<file path="config.mk">
export PLATFORM = sky130hd
export DESIGN_NAME = frac_divider_regs
export DESIGN_NICKNAME = d
export VERILOG_FILES = /design/src/core/frac_cfg_pkg.sv /design/src/core/mod_if.sv /design/src/core/mash_sequencer.sv /design/src/core/frac_divider_regs.sv
export SDC_FILE = /design/constraint.sdc
export NUM_CORES = 1
export LEC_CHECK = 0
export ABC_AREA = 1
export BUFFER_PORTS_ARGS = -buffer_cell sky130_fd_sc_hd__buf_2
export CORE_ASPECT_RATIO = 1.75
export CORE_MARGIN = 3
export CORE_UTILIZATION = 50
export CTS_CLUSTER_SIZE = 12
export DETAILED_ROUTE_END_ITERATION = 16
export HOLD_SLACK_MARGIN = 0.02
export PLACE_DENSITY = 0.65
export SLEW_MARGIN = 5
export SYNTH_ARGS = -nofsm -noshare
export SYNTH_HDL_FRONTEND = slang
export SYNTH_SLANG_ARGS = --single-unit
export TNS_END_PERCENT = 30
</file>
<file path="constraint.sdc">
create_clock -name mclk -period 28.8 [get_ports mclk]
set_input_delay 4.32 -clock mclk [delete_from_list [all_inputs] [get_ports mclk]]
set_output_delay 4.32 -clock mclk [all_outputs]
set_load 0.02 [all_outputs]
</file>
<file path="src/core/frac_cfg_pkg.sv">
// constants and types shared by the fractional divider configuration block
package frac_cfg_pkg;
   // =====================================================================
   // serial frame layout
   localparam int            ADDR_W     = 7;
   localparam int            DATA_W     = 16;
   localparam int            CNT_W      = 5;
   localparam logic [4:0]    HDR_LAST   = 5'h07;
   localparam logic [4:0]    DATA_LAST  = 5'h0f;
   localparam int            HDR_RW_BIT = 7;
   localparam int            PIN_SCK    = 0;
   localparam int            PIN_CS     = 1;
   localparam int            PIN_SDI    = 2;
   // sdi low, chip select high, sck low while idle
   localparam logic [2:0]    SYNC_RST   = 3'h2;
   // =====================================================================
   // register offsets
   localparam logic [6:0]    ADDR_INT     = 7'h24;
   localparam logic [6:0]    ADDR_DEN_HI  = 7'h26;
   localparam logic [6:0]    ADDR_DEN_LO  = 7'h27;
   localparam logic [6:0]    ADDR_SEED_HI = 7'h28;
   localparam logic [6:0]    ADDR_SEED_LO = 7'h29;
   localparam logic [6:0]    ADDR_NUM_HI  = 7'h2a;
   localparam logic [6:0]    ADDR_NUM_LO  = 7'h2b;
   localparam logic [6:0]    ADDR_CTRL    = 7'h2c;
   // =====================================================================
   // reset values and control fields
   localparam logic [15:0]   RST_INT      = 16'h0064;
   localparam logic [15:0]   RST_DEN_LO   = 16'h2710;
   localparam logic [15:0]   RST_ZERO     = 16'h0000;
   localparam logic [15:0]   RST_CTRL     = 16'h00a2;
   localparam logic [15:0]   CTRL_RW_MASK = 16'h00a7;
   localparam int            CTRL_OUTA    = 7;
   localparam int            CTRL_MOD_EN  = 5;
   localparam int            CTRL_ORDER   = 0;
   localparam int            ORDER_W      = 3;
   localparam logic [2:0]    MAX_ORDER    = 3'h3;
   localparam int            MOD_STAGES   = 3;
   localparam int            NDIV_W       = 18;
   // =====================================================================
   // serial port states
   typedef enum logic [1:0] {
      SPI_IDLE = 2'b00,
      SPI_HDR  = 2'b01,
      SPI_DATA = 2'b10,
      SPI_DONE = 2'b11
   } spi_state_t;
endpackage : frac_cfg_pkg

</file>
<file path="src/core/mod_if.sv">
// carrier between the register bank and the modulator
`timescale 1ns/1ps
`default_nettype none
interface mod_if;
   import frac_cfg_pkg::*;
   logic [15:0]        int_part;
   logic [31:0]        num;
   logic [31:0]        den;
   logic [31:0]        seed;
   logic [ORDER_W-1:0] order;
   logic               enable;
   logic               restart;
   logic               kick;
   logic               tick;
   logic [NDIV_W-1:0]  n_div;
   modport ctrl (output int_part, num, den, seed, order, enable, restart, kick, tick,
                 input n_div);
   modport mod  (input int_part, num, den, seed, order, enable, restart, kick, tick,
                 output n_div);
endinterface : mod_if
`default_nettype wire

</file>
<file path="src/core/mash_sequencer.sv">
// multi-stage sigma-delta sequencer of the feedback divide value
`timescale 1ns/1ps
`default_nettype none
module mash_sequencer (
   // clock and reset
   input  wire logic mclk,
   input  wire logic rst,
   // settings and divide value
   mod_if.mod        m
);
   import frac_cfg_pkg::*;
   // =====================================================================
   // accumulator chain
   logic [31:0]            acc_reg  [MOD_STAGES];
   logic [31:0]            acc_next [MOD_STAGES];
   logic [31:0]            new_acc  [MOD_STAGES];
   logic [MOD_STAGES-1:0]  cd1_reg, cd1_next, cd2_reg, cd2_next, carry;
   logic [NDIV_W-1:0]      n_div_reg, n_div_next;
   logic [32:0]            sum;
   logic [31:0]            in_v;
   logic [2:0]             eff;
   logic [4:0]             off;
   logic                   active;

   always_comb
   begin
      eff    = (m.order > MAX_ORDER) ? MAX_ORDER : m.order;
      active = m.enable && (eff != 3'h0);
      carry  = '0;
      in_v   = m.num;
      for (int i = 0; i < MOD_STAGES; i++)
      begin
         sum = {1'b0, acc_reg[i]} + {1'b0, in_v};
         if (sum >= {1'b0, m.den})
         begin
            sum      = sum - {1'b0, m.den};
            carry[i] = (3'(i) < eff);
         end
         new_acc[i] = sum[31:0];
         in_v       = sum[31:0];
      end
      // later stages cancel the quantisation error of earlier ones
      off = {4'h0, carry[0]} + {4'h0, carry[1]} - {4'h0, cd1_reg[1]} + {4'h0, carry[2]}
          - {3'h0, cd1_reg[2], 1'b0} + {4'h0, cd2_reg[2]};
      acc_next   = acc_reg;
      cd1_next   = cd1_reg;
      cd2_next   = cd2_reg;
      n_div_next = n_div_reg;
      sum        = '0;
      if (m.restart)
      begin
         acc_next[0] = m.seed;
         for (int i = 1; i < MOD_STAGES; i++)
            acc_next[i] = '0;
         cd1_next = '0;
         cd2_next = '0;
      end
      else if (m.kick)
      begin
         // seed below the denominator keeps one subtraction enough
         sum = {1'b0, acc_reg[0]} + {1'b0, m.seed};
         if (sum >= {1'b0, m.den})
            sum = sum - {1'b0, m.den};
         acc_next[0] = sum[31:0];
      end
      else if (m.tick && active)
      begin
         acc_next   = new_acc;
         cd1_next   = carry;
         cd2_next   = cd1_reg;
         n_div_next = {2'h0, m.int_part} + {{(NDIV_W-5){off[4]}}, off};
      end
      if (!active)
         n_div_next = {2'h0, m.int_part};
   end

   always_ff @(posedge mclk or posedge rst)
   begin
      if (rst)
      begin
         for (int i = 0; i < MOD_STAGES; i++)
            acc_reg[i] <= '0;
         cd1_reg   <= '0;
         cd2_reg   <= '0;
         n_div_reg <= '0;
      end
      else
      begin
         acc_reg   <= acc_next;
         cd1_reg   <= cd1_next;
         cd2_reg   <= cd2_next;
         n_div_reg <= n_div_next;
      end
   end

   assign m.n_div = n_div_reg;
endmodule : mash_sequencer
`default_nettype wire

</file>
<file path="src/core/frac_divider_regs.sv">
// serial-programmed fractional divider configuration registers
`timescale 1ns/1ps
`default_nettype none
module frac_divider_regs (
   // clock and reset
   input  wire logic                             mclk,
   input  wire logic                             rst,
   // serial control port
   input  wire logic                             spi_sck,
   input  wire logic                             spi_cs_n,
   input  wire logic                             spi_sdi,
   output var  logic                             spi_sdo,
   output var  logic                             spi_sdo_oe_n,
   // feedback divider
   input  wire logic                             div_tick,
   output var  logic [frac_cfg_pkg::NDIV_W-1:0]  n_div_value,
   // analog controls
   output var  logic                             out_a_disable,
   output var  logic                             modulator_enable,
   output var  logic [frac_cfg_pkg::ORDER_W-1:0] modulator_order
);
   import frac_cfg_pkg::*;

   // =====================================================================
   // pin synchronisers
   logic [2:0]  s1_reg, s1_next, s2_reg, s2_next, s3_reg, s3_next, filt_reg, filt_next;
   logic        sck_rise, sck_fall, cs_act, sdi_bit;

   always_comb
   begin
      s1_next   = {spi_sdi, spi_cs_n, spi_sck};
      s2_next   = s1_reg;
      s3_next   = s2_reg;
      // a level counts only once two stages agree, which rejects single glitches
      filt_next = (s2_reg & ~(s2_reg ^ s3_reg)) | (filt_reg & (s2_reg ^ s3_reg));
   end

   always_ff @(posedge mclk or posedge rst)
   begin
      if (rst)
      begin
         s1_reg   <= SYNC_RST;
         s2_reg   <= SYNC_RST;
         s3_reg   <= SYNC_RST;
         filt_reg <= SYNC_RST;
      end
      else
      begin
         s1_reg   <= s1_next;
         s2_reg   <= s2_next;
         s3_reg   <= s3_next;
         filt_reg <= filt_next;
      end
   end

   assign sck_rise = filt_next[PIN_SCK] & ~filt_reg[PIN_SCK];
   assign sck_fall = ~filt_next[PIN_SCK] & filt_reg[PIN_SCK];
   assign cs_act   = ~filt_next[PIN_CS];
   assign sdi_bit  = filt_next[PIN_SDI];

   // =====================================================================
   // register bank state
   logic [15:0] int_reg, int_next, den_hi_reg, den_hi_next, den_lo_reg, den_lo_next;
   logic [15:0] seed_hi_reg, seed_hi_next, seed_lo_reg, seed_lo_next;
   logic [15:0] num_hi_reg, num_hi_next, num_lo_reg, num_lo_next, ctrl_reg, ctrl_next;
   logic        restart_reg, restart_next, kick_reg, kick_next;

   function automatic logic [15:0] read_word(input logic [6:0] a);
      case (a)
         ADDR_INT:     read_word = int_reg;
         ADDR_DEN_HI:  read_word = den_hi_reg;
         ADDR_DEN_LO:  read_word = den_lo_reg;
         ADDR_SEED_HI: read_word = seed_hi_reg;
         ADDR_SEED_LO: read_word = seed_lo_reg;
         ADDR_NUM_HI:  read_word = num_hi_reg;
         ADDR_NUM_LO:  read_word = num_lo_reg;
         ADDR_CTRL:    read_word = ctrl_reg & CTRL_RW_MASK;
         default:      read_word = RST_ZERO;
      endcase
   endfunction : read_word

   // =====================================================================
   // serial frame: read flag, 7-bit address, 16 data bits, msb first
   spi_state_t        state_reg, state_next;
   logic [CNT_W-1:0]  cnt_reg, cnt_next;
   logic [15:0]       sh_reg, sh_next, out_reg, out_next, wr_data;
   logic [6:0]        addr_reg, addr_next;
   logic [7:0]        header;
   logic              rw_reg, rw_next, oe_n_reg, oe_n_next, wr_en;

   always_comb
   begin
      state_next = state_reg;
      cnt_next   = cnt_reg;
      sh_next    = sh_reg;
      out_next   = out_reg;
      addr_next  = addr_reg;
      rw_next    = rw_reg;
      oe_n_next  = oe_n_reg;
      wr_en      = 1'b0;
      wr_data    = {sh_reg[14:0], sdi_bit};
      header     = {sh_reg[6:0], sdi_bit};
      if (!cs_act)
      begin
         state_next = SPI_IDLE;
         cnt_next   = '0;
         oe_n_next  = 1'b1;
      end
      else
      begin
         case (state_reg)
            SPI_IDLE: state_next = SPI_HDR;
            SPI_HDR:
               if (sck_rise)
               begin
                  sh_next  = wr_data;
                  cnt_next = cnt_reg + 5'h01;
                  if (cnt_reg == HDR_LAST)
                  begin
                     rw_next    = header[HDR_RW_BIT];
                     addr_next  = header[6:0];
                     cnt_next   = '0;
                     state_next = SPI_DATA;
                     out_next   = read_word(header[6:0]);
                     oe_n_next  = ~header[HDR_RW_BIT];
                  end
               end
            SPI_DATA:
               if (sck_rise)
               begin
                  sh_next  = wr_data;
                  cnt_next = cnt_reg + 5'h01;
                  if (cnt_reg == DATA_LAST)
                  begin
                     state_next = SPI_DONE;
                     wr_en      = ~rw_reg;
                  end
               end
               // the falling edge right after the load must not shift
               else if (sck_fall && (cnt_reg != 5'h00))
                  out_next = {out_reg[14:0], 1'b0};
            SPI_DONE: oe_n_next = 1'b1;
            default:  state_next = SPI_IDLE;
         endcase
      end
   end

   always_ff @(posedge mclk or posedge rst)
   begin
      if (rst)
      begin
         state_reg <= SPI_IDLE;
         cnt_reg   <= '0;
         sh_reg    <= '0;
         out_reg   <= '0;
         addr_reg  <= '0;
         rw_reg    <= 1'b0;
         oe_n_reg  <= 1'b1;
      end
      else
      begin
         state_reg <= state_next;
         cnt_reg   <= cnt_next;
         sh_reg    <= sh_next;
         out_reg   <= out_next;
         addr_reg  <= addr_next;
         rw_reg    <= rw_next;
         oe_n_reg  <= oe_n_next;
      end
   end

   assign spi_sdo      = out_reg[15];
   assign spi_sdo_oe_n = oe_n_reg;

   // =====================================================================
   // register writes
   always_comb
   begin
      int_next     = int_reg;
      den_hi_next  = den_hi_reg;
      den_lo_next  = den_lo_reg;
      seed_hi_next = seed_hi_reg;
      seed_lo_next = seed_lo_reg;
      num_hi_next  = num_hi_reg;
      num_lo_next  = num_lo_reg;
      ctrl_next    = ctrl_reg;
      restart_next = 1'b0;
      kick_next    = 1'b0;
      if (wr_en)
      begin
         case (addr_reg)
            ADDR_INT:     int_next     = wr_data;
            ADDR_DEN_HI:  den_hi_next  = wr_data;
            ADDR_DEN_LO:  den_lo_next  = wr_data;
            ADDR_SEED_HI: seed_hi_next = wr_data;
            ADDR_SEED_LO:
            begin
               seed_lo_next = wr_data;
               kick_next    = 1'b1;
            end
            ADDR_NUM_HI:  num_hi_next  = wr_data;
            ADDR_NUM_LO:  num_lo_next  = wr_data;
            ADDR_CTRL:
            begin
               ctrl_next    = wr_data & CTRL_RW_MASK;
               restart_next = ~ctrl_reg[CTRL_MOD_EN] & wr_data[CTRL_MOD_EN];
            end
            default: ;
         endcase
      end
   end

   always_ff @(posedge mclk or posedge rst)
   begin
      if (rst)
      begin
         int_reg     <= RST_INT;
         den_hi_reg  <= RST_ZERO;
         den_lo_reg  <= RST_DEN_LO;
         seed_hi_reg <= RST_ZERO;
         seed_lo_reg <= RST_ZERO;
         num_hi_reg  <= RST_ZERO;
         num_lo_reg  <= RST_ZERO;
         ctrl_reg    <= RST_CTRL;
         restart_reg <= 1'b0;
         kick_reg    <= 1'b0;
      end
      else
      begin
         int_reg     <= int_next;
         den_hi_reg  <= den_hi_next;
         den_lo_reg  <= den_lo_next;
         seed_hi_reg <= seed_hi_next;
         seed_lo_reg <= seed_lo_next;
         num_hi_reg  <= num_hi_next;
         num_lo_reg  <= num_lo_next;
         ctrl_reg    <= ctrl_next;
         restart_reg <= restart_next;
         kick_reg    <= kick_next;
      end
   end

   // =====================================================================
   // modulator
   mod_if mif ();

   assign mif.int_part = int_reg;
   assign mif.num      = {num_hi_reg, num_lo_reg};
   assign mif.den      = {den_hi_reg, den_lo_reg};
   assign mif.seed     = {seed_hi_reg, seed_lo_reg};
   assign mif.order    = ctrl_reg[CTRL_ORDER +: ORDER_W];
   assign mif.enable   = ctrl_reg[CTRL_MOD_EN];
   assign mif.restart  = restart_reg;
   assign mif.kick     = kick_reg;
   assign mif.tick     = div_tick;

   mash_sequencer u_seq (
      .mclk (mclk),
      .rst  (rst),
      .m    (mif.mod)
   );

   assign n_div_value      = mif.n_div;
   assign out_a_disable    = ctrl_reg[CTRL_OUTA];
   assign modulator_enable = ctrl_reg[CTRL_MOD_EN];
   assign modulator_order  = ctrl_reg[CTRL_ORDER +: ORDER_W];
endmodule : frac_divider_regs
`default_nettype wire

</file>
# Yosys cells after proc, flatten, opt, wreduce, memory -nomap -nowiden
# Cells that the tools add are included.
# W data, S select, Z words.
[word_totals]
out_inout_bits = 25
reg_bits = 298
word_cells = 177
inputBits = 6
[classes]
n_bitwise = 14
order_cmp = 8
add_sub_neg = 15
eq_ne = 33
reduce_logical = 29
n_mux = 51
[op_table]
columns = ["op", "count"]
rows = [
  ["$mux W96", 2],
  ["$mux W32", 5],
  ["$add A32 B32 Y33", 4],
  ["$ge A33 B32 Y1", 4],
  ["$pmux W16 S8", 1],
  ["$sub A32 B32 Y32", 4],
  ["$eq A7 B6 Y1 const B", 16],
  ["$mux W18", 4],
  ["$mux W16", 4],
  ["$mux W64", 1],
  ["$pmux W16 S2", 1],
  ["$mux W3", 7],
  ["$mux W5", 4],
  ["$add A17 B5 Y18", 1],
  ["$reduce_and A2 Y1", 9],
  ["$ne A2 B2 Y1 const B", 8],
  ["$mux W1", 14],
  ["$ne A3 B3 Y1 const B", 4],
  ["$reduce_and A3 Y1", 4],
  ["$reduce_bool A3 Y1", 4],
  ["$add A5 B1 Y5", 2],
  ["$mux W2", 5],
  ["$pmux W5 S2", 1],
  ["$and A3 B3 Y3", 2],
  ["other kinds (27)", 39],
]

# Depth between registers and ports, before layout
[logic_depth]
word_depth = 17
depth_mapped = 105
depth_no_buf = 101

# Modules after synthesis
# From an unflattened synthesis, not the netlist that was laid out.
[unflattened]
cells_unflattened = 5898
area_unflattened_um2 = 34998.6
[modules_own_cells]
columns = ["module", "cells_per_inst", "seq_area_each_um2", "instances", "area_per_inst_um2"]
rows = [
  ["mash_sequencer", 4948, 2927.8, 1, 26823.2],
  ["frac_divider_regs", 950, 4474.3, 1, 8175.3],
]

# Worst setup path after synthesis
# No wires, ideal clock.
[synth_path]
path_type = "flip-flop to flip-flop"
start = "register num_lo_reg[0]"
end = "register u_seq.n_div_reg[16] (netlist: u_seq.m.n_div[16])"
slack_ns = 17.231
period_less_slack_ns = 11.569
n_path_buf = 3
setup_ns = 0.124
t_required_ns = 28.676
stages_incl_launch_ff = 93
arrival_ns = 11.445
path_cell_list = "dfrtp_1 ha_1 inv_1 fa_1 inv_1 nand3_1 nand2_2 nand2_1 nand2_2 nand4_1 nand3_1 nand2_1 nand2_1 inv_1 ha_1 nand2_1 nor2_1 inv_1 [... 57 more ...] inv_1 fa_1 ha_1 inv_1 ha_1 inv_1 ha_1 inv_1 nor2_1 o21ai_0 nand2_1 nand2_1 o21ai_1 nand3_1 nand2_1 nand3_1 o211ai_1 nand2_1"
[synth_via]
elab_chain_cells = 17
elab_cells_between_ends = 23
cone_classes = "11 x add/sub; 3 x order compare; 9 x mux"
[synth_lines]
columns = ["item", "line_no", "source"]
rows = [
  ["start, declared", "frac_divider_regs.sv:65", "logic [15:0] num_hi_reg, num_hi_next, num_lo_reg, num_lo_next, ctrl_reg, ctrl_next;"],
  ["start signal, assigned", "frac_divider_regs.sv:236", "num_lo_reg <= num_lo_next;"],
  ["$add A32 B32 Y33 *", "mash_sequencer.sv:33", "sum = {1'b0, acc_reg[i]} + {1'b0, in_v};"],
  ["$sub A32 B32 Y32 / $ge A33 B32 Y1 (equally long branches)", "mash_sequencer.sv:36, mash_sequencer.sv:34", ""],
  ["$mux W32", "mash_sequencer.sv:34", "if (sum >= {1'b0, m.den})"],
  ["$add A32 B32 Y33", "mash_sequencer.sv:33", ""],
  ["$sub A32 B32 Y32 / $ge A33 B32 Y1 (equally long branches)", "mash_sequencer.sv:36, mash_sequencer.sv:34", ""],
  ["$mux W32", "mash_sequencer.sv:34", ""],
  ["$add A32 B32 Y33", "mash_sequencer.sv:33", ""],
  ["$ge A33 B32 Y1", "mash_sequencer.sv:34", ""],
  ["$mux W1", "mash_sequencer.sv:34", ""],
  ["$add A5 B1 Y5 *", "mash_sequencer.sv:43", "off = {4'h0, carry[0]} + {4'h0, carry[1]} - {4'h0, cd1_reg[1]} + {4'h0, carry[2]}"],
  ["$sub A5 B2 Y5 *", "mash_sequencer.sv:44", "- {3'h0, cd1_reg[2], 1'b0} + {4'h0, cd2_reg[2]};"],
  ["$add A5 B1 Y5 *", "mash_sequencer.sv:44", ""],
  ["$add A17 B5 Y18 *", "mash_sequencer.sv:71", "n_div_next = {2'h0, m.int_part} + {{(NDIV_W-5){off[4]}}, off};"],
  ["$mux W18 *", "mash_sequencer.sv:66", "else if (m.tick && active)"],
  ["$mux W18 *", "mash_sequencer.sv:58", "else if (m.kick)"],
  ["$mux W18 *", "mash_sequencer.sv:50", "if (m.restart)"],
  ["$mux W18 *", "mash_sequencer.sv:73", "if (!active)"],
  ["end signal, assigned", "mash_sequencer.sv:92", "n_div_reg <= n_div_next;"],
  ["end, declared", "mash_sequencer.sv:18", "logic [NDIV_W-1:0] n_div_reg, n_div_next;"],
]
# Every way passes the cells marked *; elsewhere a longest branch is shown, timed or not. The select of a mux whose other input is x is not followed.
# A chain may end at the register's enable or synchronous reset.

# Worst setup path after layout
[layout_path]
start = "register u_seq.acc_reg[83] in the netlist's numbering"
end = "register u_seq.n_div_reg[16] (netlist: u_seq.m.n_div[16])"
[layout_via]
elab_chain_cells = 17
elab_cells_between_ends = 23
cone_classes = "11 x add/sub; 3 x order compare; 9 x mux"
[layout_lines]
columns = ["item", "line_no", "source"]
rows = [
  ["start, declared", "mash_sequencer.sv:14", "logic [31:0] acc_reg [MOD_STAGES];"],
  ["start signal, assigned", "mash_sequencer.sv:89", "acc_reg <= acc_next;"],
  ["$add A32 B32 Y33 *", "mash_sequencer.sv:33", ""],
  ["$sub A32 B32 Y32 / $ge A33 B32 Y1 (equally long branches)", "mash_sequencer.sv:36, mash_sequencer.sv:34", ""],
  ["$mux W32", "mash_sequencer.sv:34", ""],
  ["$add A32 B32 Y33", "mash_sequencer.sv:33", ""],
  ["$sub A32 B32 Y32 / $ge A33 B32 Y1 (equally long branches)", "mash_sequencer.sv:36, mash_sequencer.sv:34", ""],
  ["$mux W32", "mash_sequencer.sv:34", ""],
  ["$add A32 B32 Y33", "mash_sequencer.sv:33", ""],
  ["$ge A33 B32 Y1", "mash_sequencer.sv:34", ""],
  ["$mux W1", "mash_sequencer.sv:34", ""],
  ["$add A5 B1 Y5 *", "mash_sequencer.sv:43", ""],
  ["$sub A5 B2 Y5 *", "mash_sequencer.sv:44", ""],
  ["$add A5 B1 Y5 *", "mash_sequencer.sv:44", ""],
  ["$add A17 B5 Y18 *", "mash_sequencer.sv:71", ""],
  ["$mux W18 *", "mash_sequencer.sv:66", ""],
  ["$mux W18 *", "mash_sequencer.sv:58", ""],
  ["$mux W18 *", "mash_sequencer.sv:50", ""],
  ["$mux W18 *", "mash_sequencer.sv:73", ""],
]
# Marked as above.

==> summary.txt <==
CTS
  • Worst-skew pair later-pin latency: 0.61 ns
  • Clock Path Buffers: 3
  • CTS clk-pin slew, worst paths: 0.07 ns
  • Num CTS Buffers: 35
  • H-tree Lvls: 2
  • CTS tree: yes
  • Cts hold-fix bufs: 0
  • CTS resizes: 0
  • Root buffer cell: clkbuf_16
  • CTS Sinks: 295
  • Buffer count from post-CTS setup fixing: 0

Layout
  • Area of the multi-input gates: 22,700 sq um
  • Share of layout cells above drive strength 1: 0.0412
  • Fill count: 7,305
  • Post-layout net count: 6,072
  • Max FFs per register: 96
  • Finished Cell Area: 36,400 sq um
  • Post-Route Utilization: 0.537
  • Seq. cell area: 7400 sq um
  • Area Overhead vs Synth: 5.92%

Setup path
  • Arr. time, crit path: 17.95 ns
  • Setup crit start: u_seq.acc_reg[83]$_DFFE_PP0P_
  • CP top delay family: simple AND/OR/NAND/NOR gates
  • WS Path Type: flip-flop to flip-flop
  • Reg-to-reg critical path startpoint: u_seq.acc_reg[83]$_DFFE_PP0P_
  • CP required: 29.30 ns
  • Cell mode on critical path: nand2_1
  • Crit-path max FO: 34
  • Slowest cell on crit path: ha_1
  • CP endpoint kind: flip-flop
  • FF-to-FF setup slack: 11.35 ns
  • Max incr delay on CP: 0.78 ns
  • Setup crit start kind: flip-flop
  • Buf/Inv on CP: 8

Yosys
  • Post-synth EDFFs: 0
  • Synth warnings: 0
  • Synth Area in Adders: 0.106
  • Leading area contributor after synthesis: nand2_1
  • Ys async rst share: 1.00
  • Compound-cell area share of the yosys netlist: 0.115
  • Top cell type's share of synthesized area: 0.214
  • Main flop type after synthesis: dfrtp_1
  • Commonest cells post-synth: 1,962 x nand2_1, 987 x inv_1, 465 x nand3_1
  • Synth top area cells: nand2_1 21%, dfrtp_1 20%, inv_1 11%
  • Count leader, synth: nand2_1
  • Mapped Cells: 5,797
  • Combinational family with the most area after synthesis: simple AND/OR/NAND/NOR gates
  • Post-Synth XOR/XNOR Area: 0.0387
  • Seq/Total Area, Yosys: 0.215
  • Synth Register Bits: 295
  • Mapped Avg Cell Area: 5.93 sq um
  • Post-Synthesis Cell Area: 34,400 sq um
  • Synth cell types: 58
  • Post-synthesis mux area share: 0
  • Simple-Gate Fraction of Synth Area: 0.398
  • Synth Net Count: 6,087

Worst hold path
  • HP Class: flip-flop to flip-flop
  • Hold Crit Start: s1_reg[0]$_DFF_PP0_

Timing
  • Period utilization: 0.606
  • WHS: 0.349 ns
  • Unrepaired setup endpoints after global routing: false
  • Max Clk Rate: 57.3 MHz
  • Clk_skew: 0.0264 ns
  • Slew @ Worst Pin: 1.16 ns
  • Slew Limit Fails: 0
  • Final Hold Fails: 0
  • Slack of the critical path: 11.35 ns
  • Slew HR: 0.226
  • Fin Setup TNS: 0 ns
  • Min cycle time layout: 17.45 ns
  • Final number of setup-violating endpoints: 0

Floorplanning
  • Die width: 204 microns
  • I/O pins: 31
  • Die Ht: 353 microns
  • Core footprint: 67,800 sq um
  • FP Rows: 126
  • Initial Util: 0.507
  • Die Area: 72,100 sq um

Detailed routing
  • Drt pass-1 iters: 9
  • DR vias/cell: 5.79
  • Number of antenna-violating nets in the routed design: 0
  • Vias: 38.9k
  • Routed len/inst: 24.6 microns
  • First DRT Iteration DRCs: 3,544
  • Post-Route WL: 165,000 microns
  • Remaining DRCs: 0

Flow run
  • Max cap viols: 0

Global route
  • Global-route wire length before repair: 236,000 microns
  • Largest net degree at the start of global routing: 88
  • GRT Total Usage: 0.444
  • Antenna violations before repair: 8
  • Vias in the first global route: 37.7k
  • Overflow after GRT: 0

Place
  • IO Port Bufs: 30
  • Post-place setup slack: 11.80 ns
  • Hpwl dp: 135,000 microns
  • Placed Area: 35,300 sq um
  • GP Congestion: 1.09

Power and ir drop
  • Worst vdd ir: 58.5 uV
  • PwrDens: 27.5 nW/um^2
  • Leakage power: 0.0199 uW

Outcome
  • Status: finished clean
[worst register-to-register path: cells and delay by family, from the launching register on]
| kind | cells | cell delay [ns] |
|---|---|---|
| compound gates | 8 | 1.94 |
| fa+ha+maj | 10 | 3.97 |
| buf+inv | 8 | 0.71 |
| flops | 1 | 0.63 |
| simple gates | 53 | 10.09 |
[layout by cell type (no fill, tap or decap), types with 16 or more instances in the layout]
master / instances
nand2_2: 29
xor2_1: 100
ha_1: 273
a21oi_1: 292
nor3_1: 56
buf_2: 30
o21bai_1: 27
or2_2: 33
nor2_1: 443
and2_1: 66
nand4_1: 80
xnor2_1: 52
nand3_1: 465
a21o_1: 21
dfstp_2: 16
inv_1: 986
clkbuf_16: 35
nand3b_1: 46
dfrtp_1: 279
o21ai_0: 289
nand2_1: 1962
buf_4: 26
[metrics by stage]
stage | total power (uW) | instances
finish | 1000 | 6709
global route | 1030 | 6704
CTS | 999 | 6703
detailed placement | 549 | 6640
global placement | 547 | 6640
floorplan | 516 | 5797
[layer usage]
layer  global-route usage  vias to the layer above  wire length, microns
li1                     -                    18300                     -
met1                0.406                    17700                 51000
met2                0.759                     1907                 77600
met3               0.0883                      948                 11300
met4                0.513                        8                 24800
met5                    0                        -                    62
[layout make-up]
| cell class | count | area share |
|---|---|---|
| clock inverter | 13 | 0.00409 |
| sequential | 295 | 0.203 |
| multi-input combinational | 4393 | 0.622 |
| clock buffer | 50 | 0.0267 |
| inverter | 1001 | 0.103 |
| tap | 896 | 0.0308 |
| timing repair buffer | 56 | 0.00948 |
| antenna | 5 | 0.000343 |
[cell families (layout without fill, tap and decap cells)]
group / after synthesis / in the layout
AO/OA/AOI/OAI: 724 / 724
adder cells (fa/ha/maj): 285 / 285
AND/OR/NAND/NOR: 3232 / 3232
other: 0 / 5
flip-flops: 295 / 295
buffers and inverters: 1109 / 1120
XOR/XNOR: 152 / 152
[power breakdown]
| part | total (uW) | switching [uW] | internal (uW) | leakage, uW |
|---|---|---|---|---|
| Sequential | 449 | 14.6 | 435 | 0.00383 |
| Combinational | 96.4 | 73.2 | 23.2 | 0.0155 |
| Clock | 456 | 208 | 248 | 0.000535 |
[worst paths after layout]
| check | endpoint | depth (start not counted) |
|---|---|---|
| worst max-delay path | u_seq.m.n_div[16]$_DFFE_PP0P_ | 79 |
| worst min-delay path | s2_reg[0]$_DFF_PP0_ | 0 |
| worst max register to register | u_seq.m.n_div[16]$_DFFE_PP0P_ | 79 |
| worst min register to register | s2_reg[0]$_DFF_PP0_ | 0 |
| max in group asynchronous | u_seq.acc_reg[58]$_DFFE_PP0P_ | 4 |
| min in group asynchronous | int_reg[13]$_DFFE_PP0P_ | 2 |
(Power assumes the default switching activity.)
